**src/hw/asrao_pkg.sv**
```systemverilog
// Purpose: Shared constants for the ADC sample rate, averaging and offset block
// Assumes: 7-bit register addresses, 16-bit register data
// Notes: Register offsets are the printed word addresses of the serial port
package asrao_pkg;
  // Register map
  localparam logic [6:0] REG_SAMPLE_RATE_DIVIDER = 7'h12;
  localparam logic [6:0] REG_SLOT_AVERAGING_CONFIG = 7'h15;
  localparam logic [6:0] REG_OFS_FIRST_BASE = 7'h18;
  localparam logic [6:0] REG_OFS_SECOND_BASE = 7'h1E;
  localparam logic [6:0] REG_FIFO_DATA = 7'h60;
  localparam logic [6:0] REG_AVG_BASE = 7'h64;
  localparam logic [6:0] REG_SUM_BASE = 7'h70;
  localparam logic [6:0] REG_SUM_LAST = 7'h7F;
  // Reset values and fields
  localparam logic [15:0] SAMPLE_RATE_DIVIDER_RST = 16'h0028;
  localparam logic [2:0] SECOND_SLOT_AVG_RST = 3'h6;
  localparam logic [2:0] FIRST_SLOT_AVG_RST = 3'h0;
  localparam logic [15:0] ADC_OFFSET_RST = 16'h2000;
  localparam int SECOND_SLOT_AVG_LSB = 8;
  localparam int FIRST_SLOT_AVG_LSB = 4;
  localparam int AVG_CODE_W = 3;
  localparam logic [15:0] AVG_CFG_MASK = 16'h0770;
  // Sample timing: one sample per divider times this many low-rate rising edges; divider 0 gives one per rising edge
  localparam int LF_CLK_KHZ = 32;
  localparam int LF_EDGES_PER_UNIT = 4;
  // Data path
  localparam int DATA_W = 16;
  localparam int SUM_W = 24;
  localparam int FIFO_DEPTH = 8;
  localparam int CH_PER_SLOT = 4;
  // Serial frame: 7 address bits, 1 write bit, 16 data bits
  localparam logic [4:0] SPI_HDR_LAST = 5'h07;
  localparam logic [4:0] SPI_FRAME_LAST = 5'h17;
endpackage

```
**src/hw/asrao_top.sv**
```systemverilog
// Purpose: Sample rate timer, per-slot summing/averaging and offset subtraction
// Assumes: SPI-style serial port, serial clock well below clk/8; ADC results
//   arrive from same-clock logic with a slot bit and a channel number
// Notes: Frame is 7 address bits, a write bit, 16 data bits
`timescale 1ns/10ps
module asrao_top (
  input wire logic clk,
  input wire logic resetn,
  input wire logic lf_clk_32k,
  input wire logic spi_sclk,
  input wire logic spi_csn,
  input wire logic spi_mosi,
  output logic spi_miso_o,
  output logic spi_miso_oe,
  output logic sample_tick,
  input wire logic adc_valid,
  output logic adc_ready,
  input wire logic adc_slot,
  input wire logic [1:0] adc_ch,
  input wire logic [15:0] adc_raw
);
  typedef enum logic [1:0] {
    ASRAO_IDLE = 2'b00,
    ASRAO_HDR = 2'b01,
    ASRAO_DATA = 2'b10
  } asrao_spi_t;

  typedef struct packed {
    logic [1:0] sclk_s;
    logic [1:0] csn_s;
    logic [1:0] mosi_s;
    logic [1:0] lf_s;
    logic sclk_d;
    logic lf_d;
    asrao_spi_t spi;
    logic [4:0] bitcnt;
    logic [6:0] addr;
    logic wr;
    logic [15:0] shin;
    logic [15:0] shout;
    logic miso;
    logic [15:0] div;
    logic [15:0] avgcfg;
    logic [7:0][15:0] ofs;
    logic [17:0] lfcnt;
    logic tick;
    logic [1:0][6:0] nsmp;
    logic [7:0][asrao_pkg::SUM_W-1:0] acc;
    logic [7:0][asrao_pkg::SUM_W-1:0] sum;
    logic [7:0][15:0] avg;
  } asrao_state_t;

  logic [1:0] rst_q;
  logic rst_n;
  asrao_state_t s_r;
  asrao_state_t s_nxt;
  logic fifo_in_valid;
  logic fifo_in_ready;
  logic [15:0] fifo_in_data;
  logic fifo_out_valid;
  logic fifo_out_ready;
  logic [15:0] fifo_out_data;

  // Offset register decode: hit flag, slot bit, channel
  function automatic logic [3:0] ofs_index(input logic [6:0] a);
    logic [6:0] d;
    d = 7'(a - asrao_pkg::REG_OFS_SECOND_BASE);
    if (a[6:2] == asrao_pkg::REG_OFS_FIRST_BASE[6:2]) begin
      ofs_index = {2'b10, a[1:0]};
    end else if (a >= asrao_pkg::REG_OFS_SECOND_BASE && d < 7'h04) begin
      ofs_index = {2'b11, d[1:0]};
    end else begin
      ofs_index = 4'h0;
    end
  endfunction

  function automatic logic [15:0] rd_word(input asrao_state_t s, input logic [6:0] a,
                                          input logic fv, input logic [15:0] fd);
    logic [3:0] oi;
    logic [6:0] si;
    logic [6:0] vi;
    oi = ofs_index(a);
    si = 7'(a - asrao_pkg::REG_SUM_BASE);
    vi = 7'(a - asrao_pkg::REG_AVG_BASE);
    rd_word = 16'h0000;
    if (a == asrao_pkg::REG_SAMPLE_RATE_DIVIDER) begin
      rd_word = s.div;
    end else if (a == asrao_pkg::REG_SLOT_AVERAGING_CONFIG) begin
      rd_word = s.avgcfg;
    end else if (oi[3]) begin
      rd_word = s.ofs[oi[2:0]];
    end else if (a == asrao_pkg::REG_FIFO_DATA) begin
      rd_word = fv ? fd : 16'h0000;
    end else if (a >= asrao_pkg::REG_AVG_BASE && vi < 7'h08) begin
      rd_word = s.avg[vi[2:0]];
    end else if (a >= asrao_pkg::REG_SUM_BASE && a <= asrao_pkg::REG_SUM_LAST) begin
      // Low words then high words, per slot
      if (si[2]) begin
        rd_word = 16'(s.sum[{si[3], si[1:0]}][asrao_pkg::SUM_W-1:16]);
      end else begin
        rd_word = s.sum[{si[3], si[1:0]}][15:0];
      end
    end
  endfunction

  // Reset is released through two flops so every state flop leaves reset together
  always_ff @(posedge clk or negedge resetn) begin
    if (!resetn) begin
      rst_q <= 2'b00;
    end else begin
      rst_q <= {rst_q[0], 1'b1};
    end
  end
  assign rst_n = rst_q[1];

  logic take;
  logic [2:0] idx;
  logic [2:0] code;
  logic [6:0] nmax;
  logic done;
  logic [15:0] diff;
  logic [asrao_pkg::SUM_W-1:0] newsum;
  logic [15:0] newavg;

  always_comb begin
    take = adc_valid & adc_ready;
    idx = {adc_slot, adc_ch};
    code = adc_slot
      ? s_r.avgcfg[asrao_pkg::SECOND_SLOT_AVG_LSB +: asrao_pkg::AVG_CODE_W]
      : s_r.avgcfg[asrao_pkg::FIRST_SLOT_AVG_LSB +: asrao_pkg::AVG_CODE_W];
    nmax = 7'((8'h01 << code) - 8'h01);
    // Negative results clamp at zero rather than wrapping into a huge sum
    diff = (adc_raw > s_r.ofs[idx]) ? 16'(adc_raw - s_r.ofs[idx]) : 16'h0000;
    newsum = asrao_pkg::SUM_W'(s_r.acc[idx] + asrao_pkg::SUM_W'(diff));
    newavg = 16'(newsum >> code);
    // >= so that lowering N mid-run finishes the pending block at once
    done = (s_r.nsmp[adc_slot] >= nmax);
    fifo_in_valid = take & done;
    fifo_in_data = newavg;
  end

  always_comb begin
    logic [15:0] shin_nxt;
    logic [3:0] oi;
    logic rise;
    logic fall;
    shin_nxt = {s_r.shin[14:0], s_r.mosi_s[1]};
    oi = ofs_index(s_r.addr);
    rise = s_r.sclk_s[1] & ~s_r.sclk_d;
    fall = ~s_r.sclk_s[1] & s_r.sclk_d;
    s_nxt = s_r;
    fifo_out_ready = 1'b0;
    s_nxt.sclk_s = {s_r.sclk_s[0], spi_sclk};
    s_nxt.csn_s = {s_r.csn_s[0], spi_csn};
    s_nxt.mosi_s = {s_r.mosi_s[0], spi_mosi};
    s_nxt.lf_s = {s_r.lf_s[0], lf_clk_32k};
    s_nxt.sclk_d = s_r.sclk_s[1];
    s_nxt.lf_d = s_r.lf_s[1];
    s_nxt.tick = 1'b0;

    if (s_r.lf_s[1] & ~s_r.lf_d) begin
      if (18'(s_r.lfcnt + 18'd1) >= {s_r.div, 2'b00}) begin
        s_nxt.lfcnt = '0;
        s_nxt.tick = 1'b1;
      end else begin
        s_nxt.lfcnt = 18'(s_r.lfcnt + 18'd1);
      end
    end

    if (s_r.csn_s[1]) begin
      s_nxt.spi = ASRAO_IDLE;
      s_nxt.bitcnt = '0;
    end else begin
      case (s_r.spi)
        ASRAO_IDLE: begin
          s_nxt.spi = ASRAO_HDR;
        end
        ASRAO_HDR: begin
          if (rise) begin
            s_nxt.shin = shin_nxt;
            s_nxt.bitcnt = 5'(s_r.bitcnt + 5'd1);
            if (s_r.bitcnt == asrao_pkg::SPI_HDR_LAST) begin
              s_nxt.addr = shin_nxt[7:1];
              s_nxt.wr = shin_nxt[0];
              s_nxt.spi = ASRAO_DATA;
              if (!shin_nxt[0]) begin
                s_nxt.shout = rd_word(s_r, shin_nxt[7:1], fifo_out_valid, fifo_out_data);
                // Reading the buffer word consumes it
                fifo_out_ready = (shin_nxt[7:1] == asrao_pkg::REG_FIFO_DATA);
              end
            end
          end
        end
        ASRAO_DATA: begin
          if (rise && s_r.bitcnt <= asrao_pkg::SPI_FRAME_LAST) begin
            s_nxt.shin = shin_nxt;
            s_nxt.bitcnt = 5'(s_r.bitcnt + 5'd1);
            if (s_r.bitcnt == asrao_pkg::SPI_FRAME_LAST && s_r.wr) begin
              if (s_r.addr == asrao_pkg::REG_SAMPLE_RATE_DIVIDER) begin
                s_nxt.div = shin_nxt;
              end else if (s_r.addr == asrao_pkg::REG_SLOT_AVERAGING_CONFIG) begin
                s_nxt.avgcfg = shin_nxt & asrao_pkg::AVG_CFG_MASK;
              end else if (oi[3]) begin
                s_nxt.ofs[oi[2:0]] = shin_nxt;
              end
            end
          end
          if (fall && !s_r.wr) begin
            s_nxt.miso = s_r.shout[15];
            s_nxt.shout = {s_r.shout[14:0], 1'b0};
          end
        end
        default: begin
          s_nxt.spi = ASRAO_IDLE;
        end
      endcase
    end

    if (take) begin
      if (done) begin
        s_nxt.sum[idx] = newsum;
        s_nxt.avg[idx] = newavg;
        s_nxt.acc[idx] = '0;
      end else begin
        s_nxt.acc[idx] = newsum;
      end
      // Block count advances once the last channel of the slot is in
      if (adc_ch == 2'(asrao_pkg::CH_PER_SLOT - 1)) begin
        s_nxt.nsmp[adc_slot] = done ? 7'h00 : 7'(s_r.nsmp[adc_slot] + 7'h01);
      end
    end
  end

  always_ff @(posedge clk or negedge rst_n) begin
    if (!rst_n) begin
      s_r <= '0;
      s_r.csn_s <= 2'b11;
      s_r.spi <= ASRAO_IDLE;
      s_r.div <= asrao_pkg::SAMPLE_RATE_DIVIDER_RST;
      s_r.avgcfg <= 16'h0000
        | (16'(asrao_pkg::SECOND_SLOT_AVG_RST) << asrao_pkg::SECOND_SLOT_AVG_LSB)
        | (16'(asrao_pkg::FIRST_SLOT_AVG_RST) << asrao_pkg::FIRST_SLOT_AVG_LSB);
      s_r.ofs <= {8{asrao_pkg::ADC_OFFSET_RST}};
    end else begin
      s_r <= s_nxt;
    end
  end

  asrao_fifo #(
    .WIDTH(asrao_pkg::DATA_W),
    .DEPTH(asrao_pkg::FIFO_DEPTH)
  ) i_asrao_fifo (
    .clk(clk),
    .rst_n(rst_n),
    .in_valid(fifo_in_valid),
    .in_ready(fifo_in_ready),
    .in_data(fifo_in_data),
    .out_valid(fifo_out_valid),
    .out_ready(fifo_out_ready),
    .out_data(fifo_out_data)
  );

  // Full buffer stalls the ADC source rather than dropping averages
  assign adc_ready = fifo_in_ready;
  assign sample_tick = s_r.tick;
  assign spi_miso_o = s_r.miso;
  assign spi_miso_oe = (s_r.spi == ASRAO_DATA) & ~s_r.wr & ~s_r.csn_s[1];
endmodule // asrao_top

```
**src/hw/asrao_fifo.sv**
```systemverilog
// Purpose: Small synchronous FIFO between the averager and the data register
// Assumes: Single clock, active-low reset copy released by the parent
// Notes: Read data is shown while out_valid is high; a pop is out_valid and out_ready
`timescale 1ns/10ps
module asrao_fifo #(
  parameter int WIDTH = 16,
  parameter int DEPTH = 8
) (
  input wire logic clk,
  input wire logic rst_n,
  input wire logic in_valid,
  output logic in_ready,
  input wire logic [WIDTH-1:0] in_data,
  output logic out_valid,
  input wire logic out_ready,
  output logic [WIDTH-1:0] out_data
);
  localparam int AW = $clog2(DEPTH);

  typedef struct packed {
    logic [DEPTH-1:0][WIDTH-1:0] mem;
    logic [AW-1:0] wp;
    logic [AW-1:0] rp;
    logic [AW:0] cnt;
  } asrao_fifo_state_t;

  asrao_fifo_state_t s_r;
  asrao_fifo_state_t s_nxt;
  logic push;
  logic pop;

  assign in_ready = (s_r.cnt != (AW+1)'(DEPTH));
  assign out_valid = (s_r.cnt != '0);
  assign out_data = s_r.mem[s_r.rp];
  assign push = in_valid & in_ready;
  assign pop = out_valid & out_ready;

  always_comb begin
    s_nxt = s_r;
    if (push) begin
      s_nxt.mem[s_r.wp] = in_data;
      s_nxt.wp = (s_r.wp == AW'(DEPTH - 1)) ? '0 : AW'(s_r.wp + 1'b1);
    end
    if (pop) begin
      s_nxt.rp = (s_r.rp == AW'(DEPTH - 1)) ? '0 : AW'(s_r.rp + 1'b1);
    end
    case ({push, pop})
      2'b10: s_nxt.cnt = (AW+1)'(s_r.cnt + 1'b1);
      2'b01: s_nxt.cnt = (AW+1)'(s_r.cnt - 1'b1);
      default: s_nxt.cnt = s_r.cnt;
    endcase
  end

  always_ff @(posedge clk or negedge rst_n) begin
    if (!rst_n) begin
      s_r <= '0;
    end else begin
      s_r <= s_nxt;
    end
  end
endmodule // asrao_fifo

```
**config.mk**
```make
export PLATFORM = sky130hd
export DESIGN_NAME = asrao_top
export DESIGN_NICKNAME = d
export VERILOG_FILES = /design/src/hw/asrao_pkg.sv /design/src/hw/asrao_top.sv /design/src/hw/asrao_fifo.sv
export SDC_FILE = /design/constraint.sdc
export NUM_CORES = 2
export LEC_CHECK = 0
export BUFFER_PORTS_ARGS = -buffer_cell sky130_fd_sc_hd__buf_2
export CORE_ASPECT_RATIO = 0.6
export CORE_MARGIN = 10
export CORE_UTILIZATION = 36
export CTS_CLUSTER_DIAMETER = 120
export CTS_CLUSTER_SIZE = 16
export DETAILED_ROUTE_END_ITERATION = 6
export HOLD_SLACK_MARGIN = 0.02
export PLACE_DENSITY_LB_ADDON = 0.2
export SLEW_MARGIN = 20
export SYNTH_ARGS = -nofsm -noshare
export SYNTH_HDL_FRONTEND = slang
export SYNTH_SLANG_ARGS = --single-unit
```
**constraint.sdc**
```tcl
create_clock -name clk -period 31 [get_ports clk]
set_clock_uncertainty 0.15 [all_clocks]
set_input_delay 3.1 -clock clk [delete_from_list [all_inputs] [get_ports clk]]
set_output_delay 3.1 -clock clk [all_outputs]
set_load 0.1 [all_outputs]
```
==> metrics.sh <==
PLACEABLECOREAREA_UM2=120000
SYNTH_FP_NETS=4114
DIE_WIDTH_UM=470
PLACE_CONGESTION=0.892
GRT_USE_MET1=0.299
DRIVE_ABOVE_1_SHARE=0.173
DESIGN.PORTCOUNT=30
VDD_DROP_MAX_uV=50.5
ROUTE.ANTENNA.REMAINING_NETS=0
SYNTH.FF_LATCH_COUNT=892
SYNTHDOMINANTCELLAREASHARE=0.503
YS_TOP_CELLS_BY_AREA='dfrtp_1 (50%), mux4_2 (7.0%), mux2_2 (6.5%)'
CTS.REPORTEDPATHS.CLKPINSLEW_PS=80
CP-START-KIND='input pin'
CRITICAL_PATH.SLOWEST_CELL='nor3_2'
MAPPEDNETLISTAREA_UM2=43700
N_FILL_CELL=11600
MAX_FREQ_MHz=91.7
GRT_PASS1_WL_UM=202000
DR.PASS1.ITERS=6
POST_CTS_BUFFERS=0
INITIAL_UTILIZATION=0.365
FINALSETUPVIOLATIONS=0
SYNTH_EDF_COUNT=0
TIMING_MAX_TRANSITION_VIOLATIONS_FINAL=0
PATH_CLASS='in -> reg'
SYN2LAYOUT_AREA_GROWTH_PCT=8.34
MET2_TRACK_DEMAND_OVER_RESOURCE=0.250
END_KIND='register'
ROOT_BUFFER='clkbuf_16'
TIGHTEST_SLEW_PS=1170
OUTCOME='finished, final reports clean'
ROUTED_WIRE_LENGTH_PER_INSTANCE_UM=24.2
SYNTH_FF_TYPE='dfrtp_1'
SYNTH_LARGEST_AREA_CELL='dfrtp_1'
REPORT.FINAL.HOLD_VIOL_COUNT=0
CRITPATHMOSTFREQUENTCELL='buf_4'
SEQUENTIAL_TO_TOTAL_AREA_SHARE_FROM_YOSYS_STAT=0.511
SYNTH_TOP_CELLS_BY_COUNT='dfrtp_1 (878), nand2_1 (669), o21ai_0 (367)'
WORST_EP_ARRIVAL_TIME_PS=11380
DIE_Y_UM=290
TRITONCTS_CLOCK_TREE='done'
SYNTHCELLS=4011
CLOCK_LATENCY_PS=710
DRT-VIAS-PER-INSTANCE=5.63
DP_HPWL_UM=85700
HOLD_BUFFERS=0
FINAL.SETUP.TNS_PS=0
FIN_CRIT_SH=0.352
DR_ITER_0_VIOLS=2926
WORSTPATHREQUIRED_PS=31480
CPPEAKSTAGEDELAY_PS=850
PLACE.DETAILED.INSTANCES=5412
CRIT-REG2REG-LAUNCH='s_r[545]$_DFFE_PN0P_'
SYNTH.DISTINCT_CELLS=94
GRT.MET3_USAGE=0.0597
ASYNCSETRESETFLOPFRACSYNTH=1.00
CTS.HTREE.LEVELS=2
GRT_MAX_DEGREE=151
PORT-BUFFER-COUNT=29
STDCELL_COUNT=5507
REMAINING_DRCS=0
DETAILROUTE.VIA_COUNT=31000
NUMCTSBUFFERS=61
YOSYSWARNINGS=0
TIMING.SLEW.HEADROOM=0.217
POSTROUTEWIRELENGTH_UM=133000
FLOORPLAN.ROWS=98
VIAS_IN_THE_FIRST_GLOBAL_ROUTE=30100
TIMING.FINAL.CRIT_PERIOD_PS=10910
CTS-RESIZED-GATES=0
MAX-CLOCK-PATH-BUFFERS=3
GRT_USE_TOTAL=0.190
SETUP_REPAIR_AFTER_GLOBAL_ROUTING_MISSED_ITS_MARGIN='no'
POSTSYNTHAREAPERCELL_UM2=10.9
NUMBER_OF_ANTENNA_VIOLATIONS_AT_THE_FIRST_CHECK_IN_GLOBAL_ROUTING=5
CAP_VIOL_MAX_COUNT=0
GRT_REMAINING_OVERFLOW=0
STATIC-LEAKAGE-POWER_nW=20.5
PWR_DENSITY_CELL_nW_PER_UM2=66.8
HOLD_PATH.CLASS='reg -> reg'
NETS=3980
HOLD_START='s_nxt[762]$_DFF_PN0_'
DESIGN.DIE.AREA_UM2=136000
CRITPATHMAXFANOUT=38
STARTPOINT='adc_slot'
YOSYS.CELL_COUNT.TOP_TYPE='dfrtp_1'
CTS_NUM_SINKS=892
GLOBAL_ROUTE.PEAK_USAGE_LAYER='met1'
==> logic make-up (layout without fill, tap and decap cells) <==
family,Yosys count,in the layout,synth area share
muxes,547,547,0.174
and+or+nand+nor,1062,1062,0.108
buffers and inverters,365,258,0.0327
xor gates and xnor gates,56,56,0.0116
AOI/OAI and AO/OA,1011,1011,0.140
DFF,892,892,0.511
other,1,4,0.0000858
adders and majority gates,77,77,0.0226
==> metrics by stage <==
stage	instance area (um^2)	hold WS [ps]	setup slack (ps)	power, W	utilization
after floorplan	43700	181	4170	0.00212	-
after global placement	45600	182	19420	0.00236	0.380
after detailed placement	45600	186	19300	0.00238	0.380
after CTS	47300	204	20030	0.00318	0.395
after global routing	47300	210	19390	0.00334	0.395
final	47300	203	20090	0.00316	0.395
==> registers in the layout, summed over array words and instances (netlist names) <==
register / count
i_asrao_fifo.s_r: 138
rst_q: 2
s_nxt: 6
s_r: 744
sample_tick: 1
spi_miso_o: 1
==> placed cells by master, fill, tap and decap left out, types with 25 or more instances in the layout <==
cell and count:
a21oi_1 59, a221oi_1 26, a22oi_1 53, and3_1 32, buf_2 29, buf_4 97, clkbuf_1 25, clkbuf_16 61
dfrtp_1 874, ha_1 74, inv_1 33, mux2_1 87, mux2_2 254, mux2i_1 68, mux4_2 135, nand2_1 661
nand2b_1 34, nand3_1 35, nor2_1 105, nor2b_1 32, nor3_1 38, o21ai_0 367, o21ai_1 209, o22ai_1 69
xor2_1 27
==> path summary, 6_finish.rpt <==
kind,endpoint,slack [ps],depth (start not counted)
min in group asynchronous,s_r[247]$_DFFE_PN0P_,220,0
setup reg to reg,i_asrao_fifo.s_r[134]$_DFFE_PN0P_,23320,28
hold reg to reg,s_nxt[754]$_DFF_PN0_,200,0
setup / recovery,i_asrao_fifo.s_r[134]$_DFFE_PN0P_,20090,32
max in group asynchronous,i_asrao_fifo.s_r[91]$_DFFE_PN0P_,27460,3
hold / removal,s_nxt[754]$_DFF_PN0_,200,0
==> metal layers <==
metal	vias to the layer above	share of wire	wire, um
li1	14200	-	-
met1	15700	0.50	67100
met2	894	0.38	51300
met3	165	0.092	12300
met4	6	0.018	2380
met5	-	0.0019	255
==> critical path: cells and delay by family <==
| kind | cells | cell delay, ps |
|---|---|---|
| xor gates and xnor gates | 1 | 170 |
| AOI/OAI and AO/OA | 11 | 2790 |
| adders and majority gates | 4 | 1330 |
| buffers and inverters | 6 | 1330 |
| muxes | 2 | 520 |
| and+or+nand+nor | 8 | 2010 |
==> power by group <==
part / internal, W / total [W] / switching [W]
registers: 0.00141 / 0.00155 / 0.000141
logic: 0.000360 / 0.000822 / 0.000461
clock network: 0.000369 / 0.000793 / 0.000424
==> final cells by class <==
cell class                 count  area (um^2)  area share
inverter                      36          135     0.00285
multi-input combinational   2754        20200       0.426
tap                         1600         2000      0.0423
antenna                        3         7.51    0.000159
timing repair buffer         132          963      0.0204
clock inverter                 4         71.3     0.00151
sequential                   892        22400       0.472
clock buffer                  86         1620      0.0342
No activity file was read; power rests on OpenSTA's default activity.
